`src/motor_regs_defines.vh`:
```
// Constants shared by the serial register bank and its helpers.
// Assumes it is included by bare name in each design file that needs it.
`ifndef MOTOR_REGS_DEFINES_VH
`define MOTOR_REGS_DEFINES_VH

// ----------------------------------------
// Frame layout
// ----------------------------------------
`define FRAME_BITS        16
`define FRAME_CNT_W       5
`define FRAME_CNT_MAX     5'h1F
`define ADDR_MSB          15
`define ADDR_LSB          11
`define WR_BIT            10
`define DATA_MSB          9
`define DATA_LSB          1

// ----------------------------------------
// Register numbers
// ----------------------------------------
`define ADDR_SYS_CFG      5'h17
`define ADDR_NVM_SAVE     5'h18
`define ADDR_MASK_BRIDGE  5'h1A
`define ADDR_MASK_SUPPLY  5'h1B
`define ADDR_VERIFY       5'h1C
`define ADDR_DIAG_VDS     5'h1D
`define ADDR_DIAG_SUPPLY  5'h1E
`define ADDR_DAQ          5'h1F

// ----------------------------------------
// Power-on values of data bits 9..1
// ----------------------------------------
`define RST_SYS_CFG       9'h0_50
`define RST_MASK_BRIDGE   9'h1_00
`define RST_MASK_SUPPLY   9'h0_08

// ----------------------------------------
// System configuration bit positions
// ----------------------------------------
`define SYS_SLEEP_REQ     9
`define SYS_LOGIC_VSEL    8
`define SYS_GATE_VSEL     7
`define SYS_IO_VSEL       6
`define SYS_BRIDGE_EN     5
`define SYS_BUS_MODE      4
`define SYS_LIN_RATE      3
`define SYS_LIN_ACTIVE    2
`define SYS_LOGIC_DIS     1

// ----------------------------------------
// Save code and readout select values
// ----------------------------------------
`define SAVE_MSB          9
`define SAVE_LSB          8
`define SAVE_IDLE         2'h0
`define SAVE_ARM          2'h1
`define SAVE_GO           2'h2
`define RBS_TEMP          2'h0
`define RBS_BRIDGE_V      2'h1
`define RBS_LOGIC_V       2'h2

`endif

```
`src/frame_parity.v`:
```
// Odd parity helper for serial frames.
// Assumes a plain combinational use; no clock needed.
`timescale 1ns/1ns
module frame_parity #(
	parameter W = 16
) (
	input  wire [W-1:0] data_i,
	output wire         odd_o,
	output wire         fill_o
);

	// Odd count of ones, and the bit that would make it odd
	assign odd_o  = ^data_i;
	assign fill_o = ~(^data_i);

endmodule

```
`src/motor_driver_sys_cfg_diag_regs.v`:
```
// Serial register bank: system configuration, save control, fault masks,
// verification, diagnostics and data acquisition readout.
// Assumes serial pins are synchronous to mclk_i and sck is slower than
// half the system clock, so every serial edge is seen.
//
// Overview of operation
// - Frames hold odd count of ones; bad parity frames are rejected.
// - Sleep entered only on sleep request 0 to 1 write, if enabled.
// - Logic regulator select: 0 is 3.3 V, 1 is 5 V, reset 0.
// - Gate regulator select: 0 is 8 V, 1 is 11 V, reset 1.
// - I/O regulator select: 0 is 3.3 V, 1 is 5 V, reset 0.
// - Bridge switch enable: 0 off, 1 active, reset 1.
// - Bus interface mode: 0 LIN, 1 PWM, reset LIN.
// - LIN rate select: 0 is 10 kHz, 1 is 20 kHz, reset 0.
// - LIN active: 0 standby, 1 active, reset standby.
// - Logic regulator disable: 1 switches off, reset 0 keeps on.
// - Save starts only when save code goes from 01 to 10.
// - Save copies the system configuration register only, excluding the sleep request bit.
// - Successful save rewrites save code to 01.
// - Failed save clears save code to 00.
// - Bridge mask: 1 disables fault detection; timeout mask resets set.
// - Supply mask: 1 disables fault detection; watchdog mask resets set.
// - Verification shows clock stopped, direction and gates off flags.
// - Phase monitor reads 1 high side active, 0 low side.
// - VDS diagnostic register shows six per-switch overvoltage faults.
// - Supply diagnostic shows undervoltages and three bootstrap bits.
// - Readout select picks temperature, bridge voltage or logic voltage.
`timescale 1ns/1ns
`include "motor_regs_defines.vh"
module motor_driver_sys_cfg_diag_regs #(
	parameter ADC_W = 10
) (
	input  wire             mclk_i,
	input  wire             srst_i,
	input  wire             strobe_n_i,
	input  wire             sck_i,
	input  wire             sdi_i,
	output wire             sdo_o,
	output wire             sdo_oe_o,
	input  wire             sleep_enable_i,
	output wire             sleep_enter_o,
	output wire             logic_reg_voltage_sel_o,
	output wire             gate_reg_voltage_sel_o,
	output wire             io_reg_voltage_sel_o,
	output wire             bridge_switch_enable_o,
	output wire             bus_interface_mode_o,
	output wire             lin_rate_sel_o,
	output wire             lin_active_o,
	output wire             logic_reg_disable_o,
	output wire [9:1]       fault_mask_bridge_o,
	output wire [9:1]       fault_mask_supply_o,
	output wire [9:1]       nvm_sys_cfg_o,
	output wire             nvm_start_o,
	input  wire             nvm_done_i,
	input  wire             nvm_pass_i,
	input  wire             clock_stopped_flag_i,
	input  wire             motor_direction_i,
	input  wire             gates_off_flag_i,
	input  wire             phase_a_side_monitor_i,
	input  wire             phase_b_side_monitor_i,
	input  wire             phase_c_side_monitor_i,
	input  wire [6:1]       vds_fault_flags_i,
	input  wire             battery_uv_i,
	input  wire             gate_reg_uv_i,
	input  wire             logic_reg_uv_i,
	input  wire             io_supply_uv_i,
	input  wire             bootstrap_uv_a_i,
	input  wire             bootstrap_uv_b_i,
	input  wire             bootstrap_uv_c_i,
	input  wire             overcurrent_fault_i,
	input  wire [1:0]       readout_select_i,
	input  wire [ADC_W-1:0] temp_code_i,
	input  wire [ADC_W-1:0] bridge_supply_code_i,
	input  wire [ADC_W-1:0] logic_reg_code_i
);

	// ----------------------------------------
	// Declarations
	// ----------------------------------------
	reg                     strobe_q;
	reg                     sck_q;
	reg  [`FRAME_BITS-1:0]  rx_q;
	reg  [`FRAME_BITS-1:0]  tx_q;
	reg  [`FRAME_CNT_W-1:0] cnt_q;
	reg  [4:0]              last_addr_q;
	reg  [9:1]              sys_cfg_q;
	reg  [9:1]              mask_bridge_q;
	reg  [9:1]              mask_supply_q;
	reg                     sleep_enter_q;
	reg                     por_q;
	reg                     xfer_err_q;
	reg                     nvm_err_q;
	reg  [9:0]              rd_data;
	reg  [9:0]              daq_value;
	wire                    frame_start;
	wire                    frame_end;
	wire                    sck_rise;
	wire                    sck_fall;
	wire                    selected;
	wire                    rx_odd;
	wire                    tx_fill;
	wire                    frame_good;
	wire                    frame_bad;
	wire                    wr_req;
	wire [4:0]              rx_addr;
	wire [9:1]              rx_data;
	wire [1:0]              save_code;
	wire                    save_fail;
	wire                    any_fault;
	wire [4:0]              status_bits;
	wire [14:0]             reply_body;

	// ----------------------------------------
	// Serial edge detection
	// ----------------------------------------
	// Previous pin levels for edge detection
	always @(posedge mclk_i) begin
		if (srst_i) begin
			strobe_q <= 1'b1;
			sck_q    <= 1'b0;
		end else begin
			strobe_q <= strobe_n_i;
			sck_q    <= sck_i;
		end
	end

	assign selected    = ~strobe_n_i;
	assign frame_start = strobe_q & ~strobe_n_i;
	assign frame_end   = ~strobe_q & strobe_n_i;
	assign sck_rise    = selected & sck_i & ~sck_q;
	assign sck_fall    = selected & ~sck_i & sck_q;

	// ----------------------------------------
	// Receive shifter and bit counter
	// ----------------------------------------
	// Sample on rising clock, most significant bit first
	always @(posedge mclk_i) begin
		if (srst_i) begin
			rx_q  <= {`FRAME_BITS{1'b0}};
			cnt_q <= {`FRAME_CNT_W{1'b0}};
		end else if (frame_start) begin
			cnt_q <= {`FRAME_CNT_W{1'b0}};
		end else if (sck_rise) begin
			rx_q <= {rx_q[`FRAME_BITS-2:0], sdi_i};
			if (cnt_q != `FRAME_CNT_MAX) begin
				cnt_q <= cnt_q + 1'b1;
			end
		end
	end

	frame_parity #(
		.W (`FRAME_BITS)
	) u_rx_parity (
		.data_i (rx_q),
		.odd_o  (rx_odd),
		.fill_o ()
	);

	assign frame_good = frame_end & rx_odd & (cnt_q == `FRAME_BITS);
	assign frame_bad  = frame_end & ~(rx_odd & (cnt_q == `FRAME_BITS));
	assign rx_addr    = rx_q[`ADDR_MSB:`ADDR_LSB];
	assign rx_data    = rx_q[`DATA_MSB:`DATA_LSB];
	assign wr_req     = frame_good & rx_q[`WR_BIT];

	// ----------------------------------------
	// Writable registers
	// ----------------------------------------
	// decode writable numbers only
	always @(posedge mclk_i) begin
		if (srst_i) begin
			sys_cfg_q     <= `RST_SYS_CFG;
			mask_bridge_q <= `RST_MASK_BRIDGE;
			mask_supply_q <= `RST_MASK_SUPPLY;
		end else if (wr_req) begin
			if (rx_addr == `ADDR_SYS_CFG) begin
				sys_cfg_q <= rx_data;
			end else if (rx_addr == `ADDR_MASK_BRIDGE) begin
				mask_bridge_q <= rx_data;
			end else if (rx_addr == `ADDR_MASK_SUPPLY) begin
				mask_supply_q <= rx_data;
			end
		end
	end

	// Sleep request edge on a write
	always @(posedge mclk_i) begin
		if (srst_i) begin
			sleep_enter_q <= 1'b0;
		end else begin
			sleep_enter_q <= wr_req & (rx_addr == `ADDR_SYS_CFG) & sleep_enable_i
				& ~sys_cfg_q[`SYS_SLEEP_REQ] & rx_data[`SYS_SLEEP_REQ];
		end
	end

	// ----------------------------------------
	// Save sequencer
	// ----------------------------------------
	// Busy state stays inside; the host polls the save code
	nvm_save_seq u_save (
		.mclk_i      (mclk_i),
		.srst_i      (srst_i),
		.wr_en_i     (wr_req & (rx_addr == `ADDR_NVM_SAVE)),
		.wr_code_i   (rx_data[`SAVE_MSB:`SAVE_LSB]),
		.nvm_done_i  (nvm_done_i),
		.nvm_pass_i  (nvm_pass_i),
		.save_code_o (save_code),
		.nvm_start_o (nvm_start_o),
		.busy_o      (),
		.fail_o      (save_fail)
	);

	assign nvm_sys_cfg_o = {1'b0, sys_cfg_q[`SYS_SLEEP_REQ-1:`DATA_LSB]};

	// ----------------------------------------
	// Status flags
	// ----------------------------------------
	// Sticky flags; a set in the clearing cycle wins
	always @(posedge mclk_i) begin
		if (srst_i) begin
			por_q      <= 1'b1;
			xfer_err_q <= 1'b0;
			nvm_err_q  <= 1'b0;
		end else begin
			if (frame_start && last_addr_q == `ADDR_DAQ) begin
				por_q <= 1'b0;
			end
			if (frame_bad) begin
				xfer_err_q <= 1'b1;
			end else if (frame_start && last_addr_q == `ADDR_DAQ) begin
				xfer_err_q <= 1'b0;
			end
			if (save_fail) begin
				nvm_err_q <= 1'b1;
			end else if (frame_start && last_addr_q == `ADDR_DAQ) begin
				nvm_err_q <= 1'b0;
			end
		end
	end

	assign any_fault   = por_q | xfer_err_q | nvm_err_q | overcurrent_fault_i;
	assign status_bits = {any_fault, por_q, xfer_err_q, nvm_err_q, overcurrent_fault_i};

	// ----------------------------------------
	// Read data selection
	// ----------------------------------------
	// acquisition value select
	always @* begin
		daq_value = 10'h000;
		if (readout_select_i == `RBS_TEMP) begin
			daq_value = temp_code_i;
		end else if (readout_select_i == `RBS_BRIDGE_V) begin
			daq_value = bridge_supply_code_i;
		end else if (readout_select_i == `RBS_LOGIC_V) begin
			daq_value = logic_reg_code_i;
		end
	end

	// Data of the register addressed by the previous good frame
	always @* begin
		rd_data = 10'h000;
		if (last_addr_q == `ADDR_SYS_CFG) begin
			rd_data = {sys_cfg_q, 1'b0};
		end else if (last_addr_q == `ADDR_NVM_SAVE) begin
			rd_data = {save_code, 8'h00};
		end else if (last_addr_q == `ADDR_MASK_BRIDGE) begin
			rd_data = {mask_bridge_q, 1'b0};
		end else if (last_addr_q == `ADDR_MASK_SUPPLY) begin
			rd_data = {mask_supply_q, 1'b0};
		end else if (last_addr_q == `ADDR_VERIFY) begin
			rd_data = {3'h0, clock_stopped_flag_i, motor_direction_i, gates_off_flag_i,
				phase_c_side_monitor_i, phase_b_side_monitor_i, phase_a_side_monitor_i, 1'b0};
		end else if (last_addr_q == `ADDR_DIAG_VDS) begin
			rd_data = {3'h0, vds_fault_flags_i, 1'b0};
		end else if (last_addr_q == `ADDR_DIAG_SUPPLY) begin
			rd_data = {1'b0, battery_uv_i, gate_reg_uv_i, logic_reg_uv_i, io_supply_uv_i,
				1'b0, bootstrap_uv_c_i, bootstrap_uv_b_i, bootstrap_uv_a_i, 1'b0};
		end else if (last_addr_q == `ADDR_DAQ) begin
			rd_data = daq_value;
		end
	end

	assign reply_body = {status_bits, rd_data};

	frame_parity #(
		.W (`FRAME_BITS - 1)
	) u_tx_parity (
		.data_i (reply_body),
		.odd_o  (),
		.fill_o (tx_fill)
	);

	// ----------------------------------------
	// Transmit shifter and address pipe
	// ----------------------------------------
	// Load at frame start, shift on falling clock
	always @(posedge mclk_i) begin
		if (srst_i) begin
			tx_q        <= {`FRAME_BITS{1'b0}};
			last_addr_q <= `ADDR_DAQ;
		end else begin
			if (frame_start) begin
				tx_q <= {reply_body, tx_fill};
			end else if (sck_fall) begin
				tx_q <= {tx_q[`FRAME_BITS-2:0], 1'b0};
			end
			if (frame_good) begin
				last_addr_q <= rx_addr;
			end
		end
	end

	assign sdo_o    = tx_q[`FRAME_BITS-1];
	assign sdo_oe_o = selected;

	// ----------------------------------------
	// Configuration outputs
	// ----------------------------------------
	// sleep pulse out
	assign sleep_enter_o           = sleep_enter_q;
	assign logic_reg_voltage_sel_o = sys_cfg_q[`SYS_LOGIC_VSEL];
	assign gate_reg_voltage_sel_o  = sys_cfg_q[`SYS_GATE_VSEL];
	assign io_reg_voltage_sel_o    = sys_cfg_q[`SYS_IO_VSEL];
	assign bridge_switch_enable_o  = sys_cfg_q[`SYS_BRIDGE_EN];
	assign bus_interface_mode_o    = sys_cfg_q[`SYS_BUS_MODE];
	assign lin_rate_sel_o          = sys_cfg_q[`SYS_LIN_RATE];
	assign lin_active_o            = sys_cfg_q[`SYS_LIN_ACTIVE];
	assign logic_reg_disable_o     = sys_cfg_q[`SYS_LOGIC_DIS];
	assign fault_mask_bridge_o     = mask_bridge_q;
	assign fault_mask_supply_o     = mask_supply_q;

endmodule

```
`src/nvm_save_seq.v`:
```
// Save code register and non-volatile save sequencer.
// Assumes the NVM controller answers each start with one done pulse.
`timescale 1ns/1ns
`include "motor_regs_defines.vh"
module nvm_save_seq (
	input  wire       mclk_i,
	input  wire       srst_i,
	input  wire       wr_en_i,
	input  wire [1:0] wr_code_i,
	input  wire       nvm_done_i,
	input  wire       nvm_pass_i,
	output wire [1:0] save_code_o,
	output wire       nvm_start_o,
	output wire       busy_o,
	output wire       fail_o
);

	localparam ST_IDLE = 1'b0;
	localparam ST_BUSY = 1'b1;

	reg       state_q;
	reg [1:0] code_q;
	reg       start_q;
	reg       fail_q;

	// ----------------------------------------
	// Sequencer
	// ----------------------------------------
	// Writes are ignored while a save runs
	always @(posedge mclk_i) begin
		if (srst_i) begin
			state_q <= ST_IDLE;
			code_q  <= `SAVE_IDLE;
			start_q <= 1'b0;
			fail_q  <= 1'b0;
		end else begin
			start_q <= 1'b0;
			fail_q  <= 1'b0;
			case (state_q)
				ST_IDLE: begin
					if (wr_en_i) begin
						code_q <= wr_code_i;
						if (code_q == `SAVE_ARM && wr_code_i == `SAVE_GO) begin
							start_q <= 1'b1;
							state_q <= ST_BUSY;
						end
					end
				end
				ST_BUSY: begin
					if (nvm_done_i) begin
						state_q <= ST_IDLE;
						if (nvm_pass_i) begin
							code_q <= `SAVE_ARM;
						end else begin
							code_q <= `SAVE_IDLE;
							fail_q <= 1'b1;
						end
					end
				end
				default: state_q <= ST_IDLE;
			endcase
		end
	end

	assign save_code_o = code_q;
	assign nvm_start_o = start_q;
	assign busy_o      = state_q;
	assign fail_o      = fail_q;

endmodule
```
`config.mk`:
```
export PLATFORM = sky130hd
export DESIGN_NAME = motor_driver_sys_cfg_diag_regs
export DESIGN_NICKNAME = d
export VERILOG_FILES = /design/src/frame_parity.v /design/src/motor_driver_sys_cfg_diag_regs.v /design/src/nvm_save_seq.v
export VERILOG_INCLUDE_DIRS = /design/src
export SDC_FILE = /design/constraint.sdc
export NUM_CORES = 1
export LEC_CHECK = 0
export ABC_AREA = 1
export CORE_ASPECT_RATIO = 1.4
export CORE_MARGIN = 2
export CORE_UTILIZATION = 36
export DETAILED_ROUTE_END_ITERATION = 10
export DONT_BUFFER_PORTS = 1
export PLACE_DENSITY = 0.62
export SLEW_MARGIN = 20
export SYNTH_ARGS = -nofsm -noshare
export SYNTH_HDL_FRONTEND = slang
export SYNTH_SLANG_ARGS = --single-unit
```
`constraint.sdc`:
```
create_clock -name mclk_i -period 2.3 [get_ports mclk_i]
set_clock_uncertainty 0.2 [all_clocks]
set_input_delay 0.115 -clock mclk_i [delete_from_list [all_inputs] [get_ports mclk_i]]
set_output_delay 0.115 -clock mclk_i [all_outputs]
set_load 0.01 [all_outputs]
```
; ---- After elaboration in Yosys (flattened, before gate mapping)
; Index checks and enable logic that the tools add are counted.
[word_totals]
reg_bits = 80
latch_bits = 0
mem_bits_rw = 0
mem_bits_ro = 0
output_inout_bits = 39
wordCells = 111
n_memories = 0
[op_classes]
n_addsub = 1
n_mul = 0
div = 0
magnitude_cmp = 0
n_eq_ne = 20
shift = 0
mux = 25
bitwise_logic = 31
reduce_logical = 17
[ops]
columns = cell, n
row1 = two-way mux 10 bit, 11
row2 = == test 5 bit (second input constant), 13
row3 = two-way mux 16 bit, 2
row4 = AND 1 bit, 16
row5 = parity 16 bit, 1
row6 = parity 15 bit, 1
row7 = inverter 1 bit, 12
row8 = two-way mux 1 bit, 8
row9 = AND reduction 2 bit, 4
row10 = nonzero test 2 bit, 3
row11 = adder 5 x 1 -> 5 bit (second input constant), 1
row12 = != test 5 bit (second input constant), 1
row13 = == test 2 x 1 -> 1 bit (second input constant), 2
row14 = == test 2 bit (second input constant), 2
row15 = two-way mux 2 bit, 2
row16 = case mux 2 bit (2 select lines), 1
row17 = AND reduction 4 bit, 1
row18 = OR reduction 2 bit, 2
row19 = OR 1 bit, 3
row20 = AND reduction 3 bit, 1
row21 = OR reduction 3 bit, 1
row22 = logical AND 1 bit, 2
row23 = logical NOT 2 bit, 1
row24 = != test 2 x 1 -> 1 bit (second input constant), 1
row25 = other kinds (2), 2

; ---- Depth between registers and ports, before layout
; Gate-level depths: netlist of run 1.
[logic_depth]
depth_word = 15
ltp_mapped = 20
mapped_depth_nobuf = 19

; ---- Hierarchy
; From an unflattened synthesis of run 1, not the netlist that was laid out.
[hier_totals]
cells_unflattened = 807
hier_area_um2 = 4902.2
[by_module_without_submodules]
columns = mod, n_inst, cells_per_inst, area_each_um2, seq_area_each_um2
row1 = motor_driver_sys_cfg_diag_regs, 1, 560, 3862.5, 1501.4
row2 = frame_parity (u_rx_parity), 1, 111, 427.9, 0.0
row3 = frame_parity (u_tx_parity), 1, 101, 392.9, 0.0
row4 = nvm_save_seq, 1, 35, 219.0, 100.1

; ---- Worst setup path before layout of run 1
; OpenSTA, ideal clock, no wires.
[synth_path]
kind = flip-flop to flip-flop
start = reg rx_q[8]
end = reg mask_bridge_q, in the netlist fault_mask_bridge_o[9]
setup_time_ns = 0.136
t_arrival_ns = 1.905
slack_ns = 0.059
path_stages_with_launch = 12
path_buffers = 1
cell_sequence = dfxtp_1 -> inv_1 -> ha_1 -> xor2_1 -> xnor2_1 -> xnor2_1 -> nand3_1 -> nor2_4 -> nand3_2 -> buf_6 -> nand2_1 -> o211ai_1
[synth_via]
elab_chain_len = 5
[synth_rtl]
columns = item, line
row1 = from (decl), motor_driver_sys_cfg_diag_regs.v:82  ; reg [`FRAME_BITS-1:0] rx_q;
row2 = from (signal assigned), motor_driver_sys_cfg_diag_regs.v:139  ; rx_q <= {`FRAME_BITS{1'b0}};
row3 = from (signal assigned), motor_driver_sys_cfg_diag_regs.v:144  ; rx_q <= {rx_q[`FRAME_BITS-2:0], sdi_i};
row4 = parity 16 bit, n/a
row5 = AND 1 bit (2 in a row), motor_driver_sys_cfg_diag_regs.v:159  ; assign frame_good = frame_end & rx_odd & (cnt_q == `FRAME_BITS);
row6 = AND 1 bit, motor_driver_sys_cfg_diag_regs.v:163  ; assign wr_req = frame_good & rx_q[`WR_BIT];
row7 = AND reduction 3 bit (no line), n/a
row8 = to (signal assigned), motor_driver_sys_cfg_diag_regs.v:172  ; mask_bridge_q <= `RST_MASK_BRIDGE;
row9 = to (signal assigned), motor_driver_sys_cfg_diag_regs.v:178  ; mask_bridge_q <= rx_data;
row10 = to (decl), motor_driver_sys_cfg_diag_regs.v:87  ; reg [9:1] mask_bridge_q;
; No other way between the ends.
; A chain may end at the register's enable or synchronous reset.

; ---- Final worst setup path of run 1
[layout_path]
start = reg rx_q[8]
end = reg mask_supply_q, in the netlist fault_mask_supply_o[7]
[layout_via]
elab_chain_len = 5
[layout_rtl]
columns = item, line
row1 = parity 16 bit, n/a
row2 = AND 1 bit (2 in a row), motor_driver_sys_cfg_diag_regs.v:159
row3 = AND 1 bit, motor_driver_sys_cfg_diag_regs.v:163
row4 = AND reduction 4 bit (no line), n/a
row5 = to (signal assigned), motor_driver_sys_cfg_diag_regs.v:173  ; mask_supply_q <= `RST_MASK_SUPPLY;
row6 = to (signal assigned), motor_driver_sys_cfg_diag_regs.v:180  ; mask_supply_q <= rx_data;
row7 = to (decl), motor_driver_sys_cfg_diag_regs.v:88  ; reg [9:1] mask_supply_q;
; No other way between the ends.

==> results of run 1 <==
through the flow:
step / utilization / worst slack [ps] / cells / power (mW) / area [um^2]
2_1_floorplan: - / 58.96 / 650 / 1.722 / 4307
3_3_place_gp: 0.4030 / -30.76 / 827 / 1.800 / 4740
3_5_place_dp: 0.4030 / -126.4 / 827 / 1.809 / 4740
4_1_cts: 0.4513 / 2.021 / 860 / 3.427 / 5308
5_1_grt: 0.4785 / -180.1 / 866 / 3.551 / 5628
6_report: 0.4785 / -65.56 / 866 / 3.419 / 5628
worst max-delay path, stage by stage, from the launching register on:
cell and delay (ps):
dfxtp_2 330, inv_2 50, ha_4 210, xor2_2 170, xnor2_1 140, xnor2_1 250, nand3_2 150, nor2_4 250
buf_6 170, buf_6 130, nand3_2 60, a21oi_1 170
where the power goes:
part | switching, mW | internal, mW
logic | 0.241 | 0.189
clock network | 0.544 | 1.00
registers | 0.0220 | 1.42
sequential cells by signal (all words and copies together), names as in the netlist, 2 cells and up:
name / flops
last_addr_q: 5
fault_mask_bridge_o: 9
rx_q: 16
u_save.save_code_o: 2
tx_q: 16
cnt_q: 5
sys_cfg_q: 9
fault_mask_supply_o: 9
kinds of logic (layout without fill, tap and decap cells):
family / count (synthesis) / in the layout / share of synthesized area
adders and majority gates: 5 / 5 / 0.01453
and+or+nand+nor: 339 / 341 / 0.3361
AOI/OAI and AO/OA: 115 / 115 / 0.1432
buffers and inverters: 94 / 161 / 0.1008
xor gates and xnor gates: 16 / 16 / 0.03254
other: 1 / 1 / 0.0008708
DFF: 80 / 80 / 0.3719
cells in the mapped netlist (2+ instances only):
cell type  instances
a211oi_1           4
a21oi_1           53
a31oi_1            6
buf_4              9
buf_6              4
clkbuf_1          11
clkinv_1           2
dfxtp_1           80
ha_1               5
inv_1             63
nand2_1          174
nand2_2            2
nand3_1           54
nand4_1           14
nor2_1            72
nor3_1            11
nor3b_1            2
o211ai_1           4
o21ai_0           44
xnor2_1           14
xor2_1             2
worst max-delay path by stage:
stage	end	depth (start not counted)
finish	fault_mask_supply_o[7]	11
global route	fault_mask_supply_o[7]	11
CTS	fault_mask_supply_o[7]	11
detailed placement	sys_cfg_q[8]	11
global placement	sys_cfg_q[8]	11
floorplan	fault_mask_bridge_o[9]	11
layout by cell type, fill, tap and decap left out, types with 13 or more instances in the layout:
cell,instances
o21ai_0,30
nor2_1,60
nand4_1,14
nand2_1,157
a21oi_1,45
nand2_2,13
nand3_1,44
buf_4,60
inv_1,62
dfxtp_1,73
final cells by class:
type                            instances  area share
Timing Repair Buffer                   80      0.1209
Clock inverter                          3     0.01156
Inverter                               66     0.04558
Clock buffer                           12     0.04558
Tap cell                              147     0.03268
Multi-Input combinational cell        478      0.4575
Sequential cell                        80      0.2861
repair_timing:
action | in CTS | in global routing
buffers inserted | 6 | 7
endpoints found under the hold margin | 42 | 0
pin swaps | 9 | 25
resized for setup | 18 | 88
hold buffers | 11 | 0
gates cloned | 1 | 1
setup endpoints to repair | 26 | 37
layer usage:
layer / up-vias / wire (um) / global-route usage
met5: - / 0 / 0
met3: 35 / 821 / 0.04186
met4: 0 / 553 / 0.09859
li1: 2258 / - / -
met1: 2079 / 4994 / 0.2183
met2: 162 / 7033 / 0.3669
==> results.txt, run 1 <==
terminus of the critical flop-to-flop path - fault_mask_supply_o[7]
r2r startpoint - rx_q[8]
fill count - 1,138
post-synthesis sequential area ratio - 0.3719
status - finished, violations left
WHS - 102.2 ps
H-tree Lvls - 3
Initial Util - 0.3662
final net count - 780
hpwl dp - 9.734 mm
# rows - 47
largest area contributor in the netlist - dfxtp_1
Hold Vio Cnt, Final - 0
Critical Path RT - 2360 ps
worst rel slew slack - 0.4087
Mapped Area - 4307 um^2
number of flops mapped to enable cells by yosys - 0
fraction of layout cells with a size suffix above 1 - 0.2253
Worst Reg-to-Reg Cells - 11
Yosys reg bits - 80
Final setup viols - 21
Min Clock Period, post-route - 2366 ps
pin count of the biggest net entering global routing - 37
Post-Route WL - 13.40 mm
sequential cell area - 1610 um^2
Post-DRT Antenna Nets - 0
top cell type's share of synthesized area - 0.3719
Hold Startpoint - bootstrap_uv_b_i
Initial DRC Count - 250
fin worst setup slack - -65.56 ps
area delta synth->final - 30.68%
die outline height - 133.4 um
clock-pin slew on the worst setup and hold paths - 60 ps
Skew-Pair Late Insertion Delay - 340 ps
Min-Delay Path Class - input port to register
CP endpoint kind - register
I/O Pins - 99
routed len/inst - 15.48 um
Global Route Usage Sum - 0.2031
Die Area - 12,870 um^2
crit-path max FO - 6
GRT Residual Overflow - 0
Slew Viols, Final - 0
Worst Hold Path Cells - 6
initial antenna violation count - 0
Syn. warnings - 0
CTS root buf - clkbuf_16
via/cell ratio - 5.236
Ant. Diodes - 0
CTS tree - yes
Residual DRC - 0
Post-Syn Instances - 650
Max Root-Sink Buffers - 2
GPL Wtd Cong - 0.8597
cts bufs inserted - 9
Worst Setup Path Type - register to register
Worst VDD drop - 336.1 uV
ys flop type - dfxtp_1
Crit. Startpoint - rx_q[8]
final sum of negative setup slack - -508.0 ps
crit path DAT - 2430 ps
vias in the first global route - 4,245
total number of vias - 4,534
Tcrit/Tclk final - 1.029
failing checks - negative setup slack
worst slew pin tran - 885.9 ps
I/O Buffers - 0
global-route wire length before repair - 20.30 mm
syn nets - 715
Netlist cell types - 41
Detailed Routing Iterations Pass 1 - 6
reg2reg setup slack - -70 ps
hold endpoint - tx_q[3]
core area - 11,760 um^2
Critical Path Start Type - register
Max-Cap Viols - 0
Avg Cell Area, Syn - 6.626 um^2
PD cells - 607.4 nW/um^2
top cells by area in the synthesized netlist - dfxtp_1, nand2_1, nand3_1
unrepaired setup endpoints after global routing - true
Pleak - 2.429 nW
ys async rst share - 0
area occupied by multi-input gates - 2575 um^2
clk sinks - 80
Fmax - 422.7 MHz
DIE WIDTH - 96.44 um
(Power assumes the default switching activity.)
==> run 2, diff against run 1 <==
--- a/config.mk
+++ b/config.mk
@@ -13,6 +13,7 @@
 export DETAILED_ROUTE_END_ITERATION = 10
 export DONT_BUFFER_PORTS = 1
 export PLACE_DENSITY = 0.62
+export SETUP_SLACK_MARGIN = 0.1
 export SLEW_MARGIN = 20
 export SYNTH_ARGS = -nofsm -noshare
 export SYNTH_HDL_FRONTEND = slang
==> results.txt, run 2 (synthesis gave the netlist of run 1 again) <==
status - completed
I/O Buffers - 0 (unchanged)
Worst VDD drop - 315.6 uV (-6.1%)
Tcrit/Tclk final - 0.9908 (-0.03772)
Initial DRC Count - 337 (+35%)
GRT Residual Overflow - 0 (unchanged)
pin count of the biggest net entering global routing - 40 (+8.1%)
final net count - 789 (+1.2%)
Non-Filler Instances - 876 (+1.2%)
initial antenna violation count - 0 (unchanged)
fin worst setup slack - 21.19 ps (+86.75 ps)
Ant. Diodes - 0 (unchanged)
dpl ws - -90.72 ps (+35.68 ps)
Max Root-Sink Buffers - 2 (unchanged)
Total Power - 3.277 mW (-4.1%)
via/cell ratio - 5.199 (-0.71%)
worst rel slew slack - 0.5752 (+0.1665)
Worst Hold Path Cells - 6 (unchanged)
area delta synth->final - 32.54%
CTS root buf - clkbuf_16
crit-path max FO - 7 (+1)
Critical Path Start Type - register
most frequent cells in the layout - nand2_1, dfxtp_1, inv_1, nor2_1, buf_4
Slew Viols, Final - 0 (unchanged)
Cell Count Post-Placement - 833 (+0.73%)
Hold Vio Cnt, Final - 0 (unchanged)
Final setup viols - 0 (-100%)
CTS tree - yes
Detailed Routing Iterations Pass 1 - 4 (-2)
cts bufs inserted - 9 (unchanged)
Post-DRT Antenna Nets - 0 (unchanged)
PD cells - 574.2 nW/um^2 (-5.5%)
I/O Pins - 99 (unchanged)
core area - 11,760 um^2 (unchanged)
r2r startpoint - rx_q[8]
worst slew pin tran - 631.4 ps (-254.5 ps)
Global Route Usage Sum - 0.2079 (+0.004828)
Residual DRC - 0 (unchanged)
CP endpoint kind - register
Die Area - 12,870 um^2 (unchanged)
Post-Route WL - 13.35 mm (-0.42%)
crit path DAT - 2350 ps (-80 ps)
Hold Startpoint - bootstrap_uv_b_i
DIE WIDTH - 96.44 um (unchanged)
Worst Setup Path Type - register to register
Critical Path RT - 2370 ps (about the same)
clk sinks - 80 (unchanged)
total number of vias - 4,554 (+0.44%)
die outline height - 133.4 um (unchanged)
hpwl dp - 9.811 mm (+0.79%)
unrepaired setup endpoints after global routing - true
Max-Cap Viols - 0 (unchanged)
routed len/inst - 15.24 um (-1.6%)
Min Clock Period, post-route - 2279 ps (-86.75 ps)
Fmax - 438.8 MHz (+3.8%)
global-route wire length before repair - 20.78 mm (+2.4%)
most common cell after layout, fill and taps aside - nand2_1
Min-Delay Path Class - input port to register
vias in the first global route - 4,304 (+1.4%)
fraction of layout cells with a size suffix above 1 - 0.2195 (-0.005834)
GPL Wtd Cong - 0.8763 (+1.9%)
# rows - 47 (unchanged)
Largest regs - rx_q: 16 flops, tx_q: 16 flops
Skew-Pair Late Insertion Delay - 340 ps (about the same)
H-tree Lvls - 3 (unchanged)
Pleak - 2.469 nW (+1.6%)
clock-pin slew on the worst setup and hold paths - 60 ps (about the same)
Initial Util - 0.3662 (unchanged)
Crit. Startpoint - rx_q[8]
Worst Reg-to-Reg Cells - 12 (+1)
## run 2: changes by cell type in the layout (fill, tap and decap cells not counted), moves of 3 or more
cell,delta
nand2_1,+6
buf_4,-4
clkinv_2,+3
nand2_2,-4
dlygate4sd3_1,+7
## run 2: path summary, 6_finish.rpt
check | to | slack [ps]
setup / recovery | fault_mask_supply_o[5] | 20
hold / removal | tx_q[3] | 110
setup reg to reg | fault_mask_supply_o[5] | 20
hold reg to reg | por_q | 250
## run 2: area by class of cell
class | count | area (um^2)
Timing Repair Buffer | 87 | 778.2
Multi-Input combinational cell | 479 | 2570
Clock inverter | 6 | 58.81
Sequential cell | 80 | 1615
Fill cell | 1170 | 6053
Inverter | 66 | 256.5
Clock buffer | 10 | 239.0
Tap cell | 147 | 183.9
Timing Repair inverter | 1 | 6.256
## run 2: routing by layer
metal  up-vias  wire length [um]  track usage
met5         -                 0            0
met4         0               549       0.1017
met3        32               831      0.04016
met2       143              7026       0.3781
met1      2103              4939       0.2225
li1       2276                 -            -
## run 2: power breakdown
part	switching [mW]	total, mW	internal, mW	leakage (nW)
Combinational	0.231	0.404	0.172	1.67
Sequential	0.0197	1.44	1.42	0.648
Clock	0.572	1.44	0.864	0.152
## run 2: stage by stage
stage | TNS, ps | hold slack (ps) | area [um^2] | utilization
4_1_cts | 0 | 89.19 | 5552 | 0.4720
3_3_place_gp | -192.9 | -10.14 | 4793 | 0.4076
5_1_grt | -1076 | 129.9 | 5708 | 0.4853
6_report | 0 | 114.3 | 5708 | 0.4853
2_1_floorplan | 0 | -5.689 | 4315 | -
3_5_place_dp | -1049 | -9.553 | 4793 | 0.4076
## run 2: repair_timing
action                                  4_1_cts  5_1_grt
setup buffers                                 2        1
hold buffers                                 19        0
gates cloned                                  4        1
endpoints found under the hold margin        46        0
gates resized for setup                      64       40
pin swaps                                    25       11
endpoints found under the setup margin       32       39
## run 2: worst max-delay path: stages (launching register included)
cell and delay [ps]:
dfxtp_2 330, inv_2 50, ha_4 210, xor2_2 170, xnor2_1 140, xnor2_1 200, nand3_1 170, nor2_4 140
buf_12 150, buf_8 110, buf_6 120, nand3_2 70, a21oi_2 130
==> run 3, diff against run 2 <==
--- a/config.mk
+++ b/config.mk
@@ -14,7 +14,7 @@
 export DONT_BUFFER_PORTS = 1
 export PLACE_DENSITY = 0.62
 export SETUP_SLACK_MARGIN = 0.1
-export SLEW_MARGIN = 20
 export SYNTH_ARGS = -nofsm -noshare
 export SYNTH_HDL_FRONTEND = slang
+export SYNTH_HIERARCHICAL = 1
 export SYNTH_SLANG_ARGS = --single-unit
==> results.txt, run 3 <==
Skew-Pair Late Insertion Delay - 330 ps (about the same)
CTS tree - yes
clock-pin slew on the worst setup and hold paths - 60 ps (about the same)
final net count - 919 (+16%)
Tcrit/Tclk final - 0.9693 (-0.02144)
Fmax - 448.5 MHz (+2.2%)
I/O Pins - 99 (unchanged)
Worst VDD drop - 282.8 uV (-10%)
Hold Startpoint - srst_i
fraction of layout cells with a size suffix above 1 - 0.2648 (+0.04533)
cts bufs inserted - 9 (unchanged)
Slowest-stage cell, CP - dfxtp_4
peak per-stage delay on the critical path - 360 ps (+30 ps)
reg2reg setup slack - 70 ps (+50 ps)
initial antenna violation count - 0 (unchanged)
unrepaired setup endpoints after global routing - true
Mapped Area - 4880 um^2 (+13%)
Final setup viols - 0 (unchanged)
Min-Delay Path Class - input port to register
Initial DRC Count - 326 (-3.3%)
Min Clock Period, post-route - 2229 ps (-49.31 ps)
crit path DAT - 2300 ps (-50 ps)
die outline height - 141.8 um (+6.3%)
DIE WIDTH - 102.4 um (+6.2%)
# rows - 50 (+6.4%)
Residual DRC - 0 (unchanged)
Non-Filler Instances - 1,043 (+19%)
Cell Count Post-Placement - 1,002 (+20%)
Critical Path Start Type - register
Syn. warnings - 6 (+6)
fill count - 1,332 (+14%)
Max-Cap Viols - 0 (unchanged)
fin worst setup slack - 70.50 ps (+49.31 ps)
Total Power - 3.611 mW (+10%)
CP Capture Point - tx_q[0]
area delta synth->final - 28.77%
Worst Reg-to-Reg Cells - 16 (+4)
Pleak - 3.065 nW (+24%)
Detailed Routing Iterations Pass 1 - 4 (unchanged)
core area - 13,330 um^2 (+13%)
placed cell areas - 5306 um^2 (+11%)
fin util - 0.4715 (-0.01377)
total number of vias - 5,066 (+11%)
Critical Path RT - 2370 ps (about the same)
Post-DRT Antenna Nets - 0 (unchanged)
Global Route Usage Sum - 0.1917 (-0.01626)
Hold Vio Cnt, Final - 0 (unchanged)
status - completed
H-tree Lvls - 3 (unchanged)
Worst Setup Path Type - register to register
GPL Wtd Cong - 0.8747 (-0.18%)
syn nets - 864 (+21%)
CP dominant cell by count - nand2_1
CTS root buf - clkbuf_16
worst slew pin tran - 1025 ps (+393.9 ps)
Die Area - 14,520 um^2 (+13%)
Max Root-Sink Buffers - 2 (unchanged)
Post-Syn Instances - 801 (+23%)
GRT Residual Overflow - 0 (unchanged)
clk sinks - 80 (unchanged)
I/O Buffers - 0 (unchanged)
routed len/inst - 13.88 um (-8.9%)
terminus of the critical flop-to-flop path - tx_q[0]
hpwl dp - 10.81 mm (+10%)
Slew Viols, Final - 0 (unchanged)
most common cell after layout, fill and taps aside - nand2_1
Crit. Startpoint - last_addr_q[3]
Largest regs - rx_q: 16 flops, tx_q: 16 flops
Ant. Diodes - 0 (unchanged)
r2r startpoint - last_addr_q[3]
pin count of the biggest net entering global routing - 33 (-18%)
crit-path cells - nand3_2, nor2_4, buf_4, a21oi_1, nand4_1, nand2_1, nand2_2, nand2_2, nand2_2, inv_1, nand2_1, nand2_2, nand2_1, nand2_1, nand2_1, a21oi_2
Avg Cell Area, Syn - 6.092 um^2 (-8.1%)
dpl ws - -66.67 ps (+24.05 ps)
crit-path max FO - 4 (-3)
CP endpoint kind - register
Post-Route WL - 14.48 mm (+8.5%)
Initial Util - 0.3662 (about the same)
PD cells - 574.6 nW/um^2 (about the same)
worst rel slew slack - 0.3142 (-0.2610)
most frequent cells in the layout - nand2_1, inv_1, nor2_1, dfxtp_1, buf_4
Design Area, Final - 6284 um^2 (+10%)
vias in the first global route - 4,658 (+8.2%)
global-route wire length before repair - 21.85 mm (+5.1%)
via/cell ratio - 4.857 (-6.6%)
==> run 3: changes by cell type in the layout (fill, tap and decap cells not counted), sizes merged, moves of 8 or more <==
cell / change
o21ai: +9
a21oi: -10
nor2: +19
xnor2: -14
buf: -15
inv: +40
nand3: -13
dlygate4sd3: -8
nand2: +139
==> run 3: stage by stage <==
step,setup TNS [ps],hold slack (ps)
floorplan,0,-15.93
global placement,-69.69,-11.57
detailed placement,-159.1,-10.03
CTS,0,31.75
global route,-854.6,89.69
finish,0,64.94
==> run 3: timing repair <==
item,CTS,global route
gates resized for setup,22,126
pin swaps,4,46
gates cloned,0,5
hold endpoints to repair,35,0
hold buffers,9,0
setup endpoints to repair,12,35
setup buffers,0,11
==> run 3: power by group <==
group	switching [mW]	leakage [nW]	internal, mW	total, mW
registers	0.0268	0.657	1.41	1.44
logic	0.326	2.24	0.198	0.524
clock network	0.583	0.170	1.06	1.65
total	0.936	3.07	2.67	3.61
==> run 3: final cells by class <==
class,instances,area [um^2],area share
timing repair buffer,64,533.0,0.08483
tap,182,227.7,0.03624
multi-input combinational,592,3092,0.4920
clock buffer,9,225.2,0.03584
clock inverter,7,117.6,0.01872
sequential,80,1645,0.2618
inverter,108,426.7,0.06790
timing repair inverter,1,16.27,0.002589
==> run 3: per-layer routing <==
layer,global-route usage,routed length [um],up-vias
met5,0,0,-
met4,0.08982,645,0
met3,0.02709,539,40
met2,0.3608,7667,110
met1,0.2048,5624,2288
li1,-,-,2628
==> run 3: worst min-delay path by stage <==
stage | depth (start not counted) | to | slack, ps
2_1_floorplan | 1 | u_save/save_code_o[1] | -20
3_3_place_gp | 1 | tx_q[11] | -10
3_5_place_dp | 1 | tx_q[10] | -10
4_1_cts | 6 | tx_q[9] | 30
5_1_grt | 6 | tx_q[9] | 90
6_report | 3 | rx_q[4] | 60
==> run 3: worst max-delay path: cells and delay by family, from the launching register on <==
family | cells | cell delay [ps]
DFF | 1 | 360
and+or+nand+nor | 12 | 1060
buffers and inverters | 2 | 190
AOI/OAI and AO/OA | 2 | 350
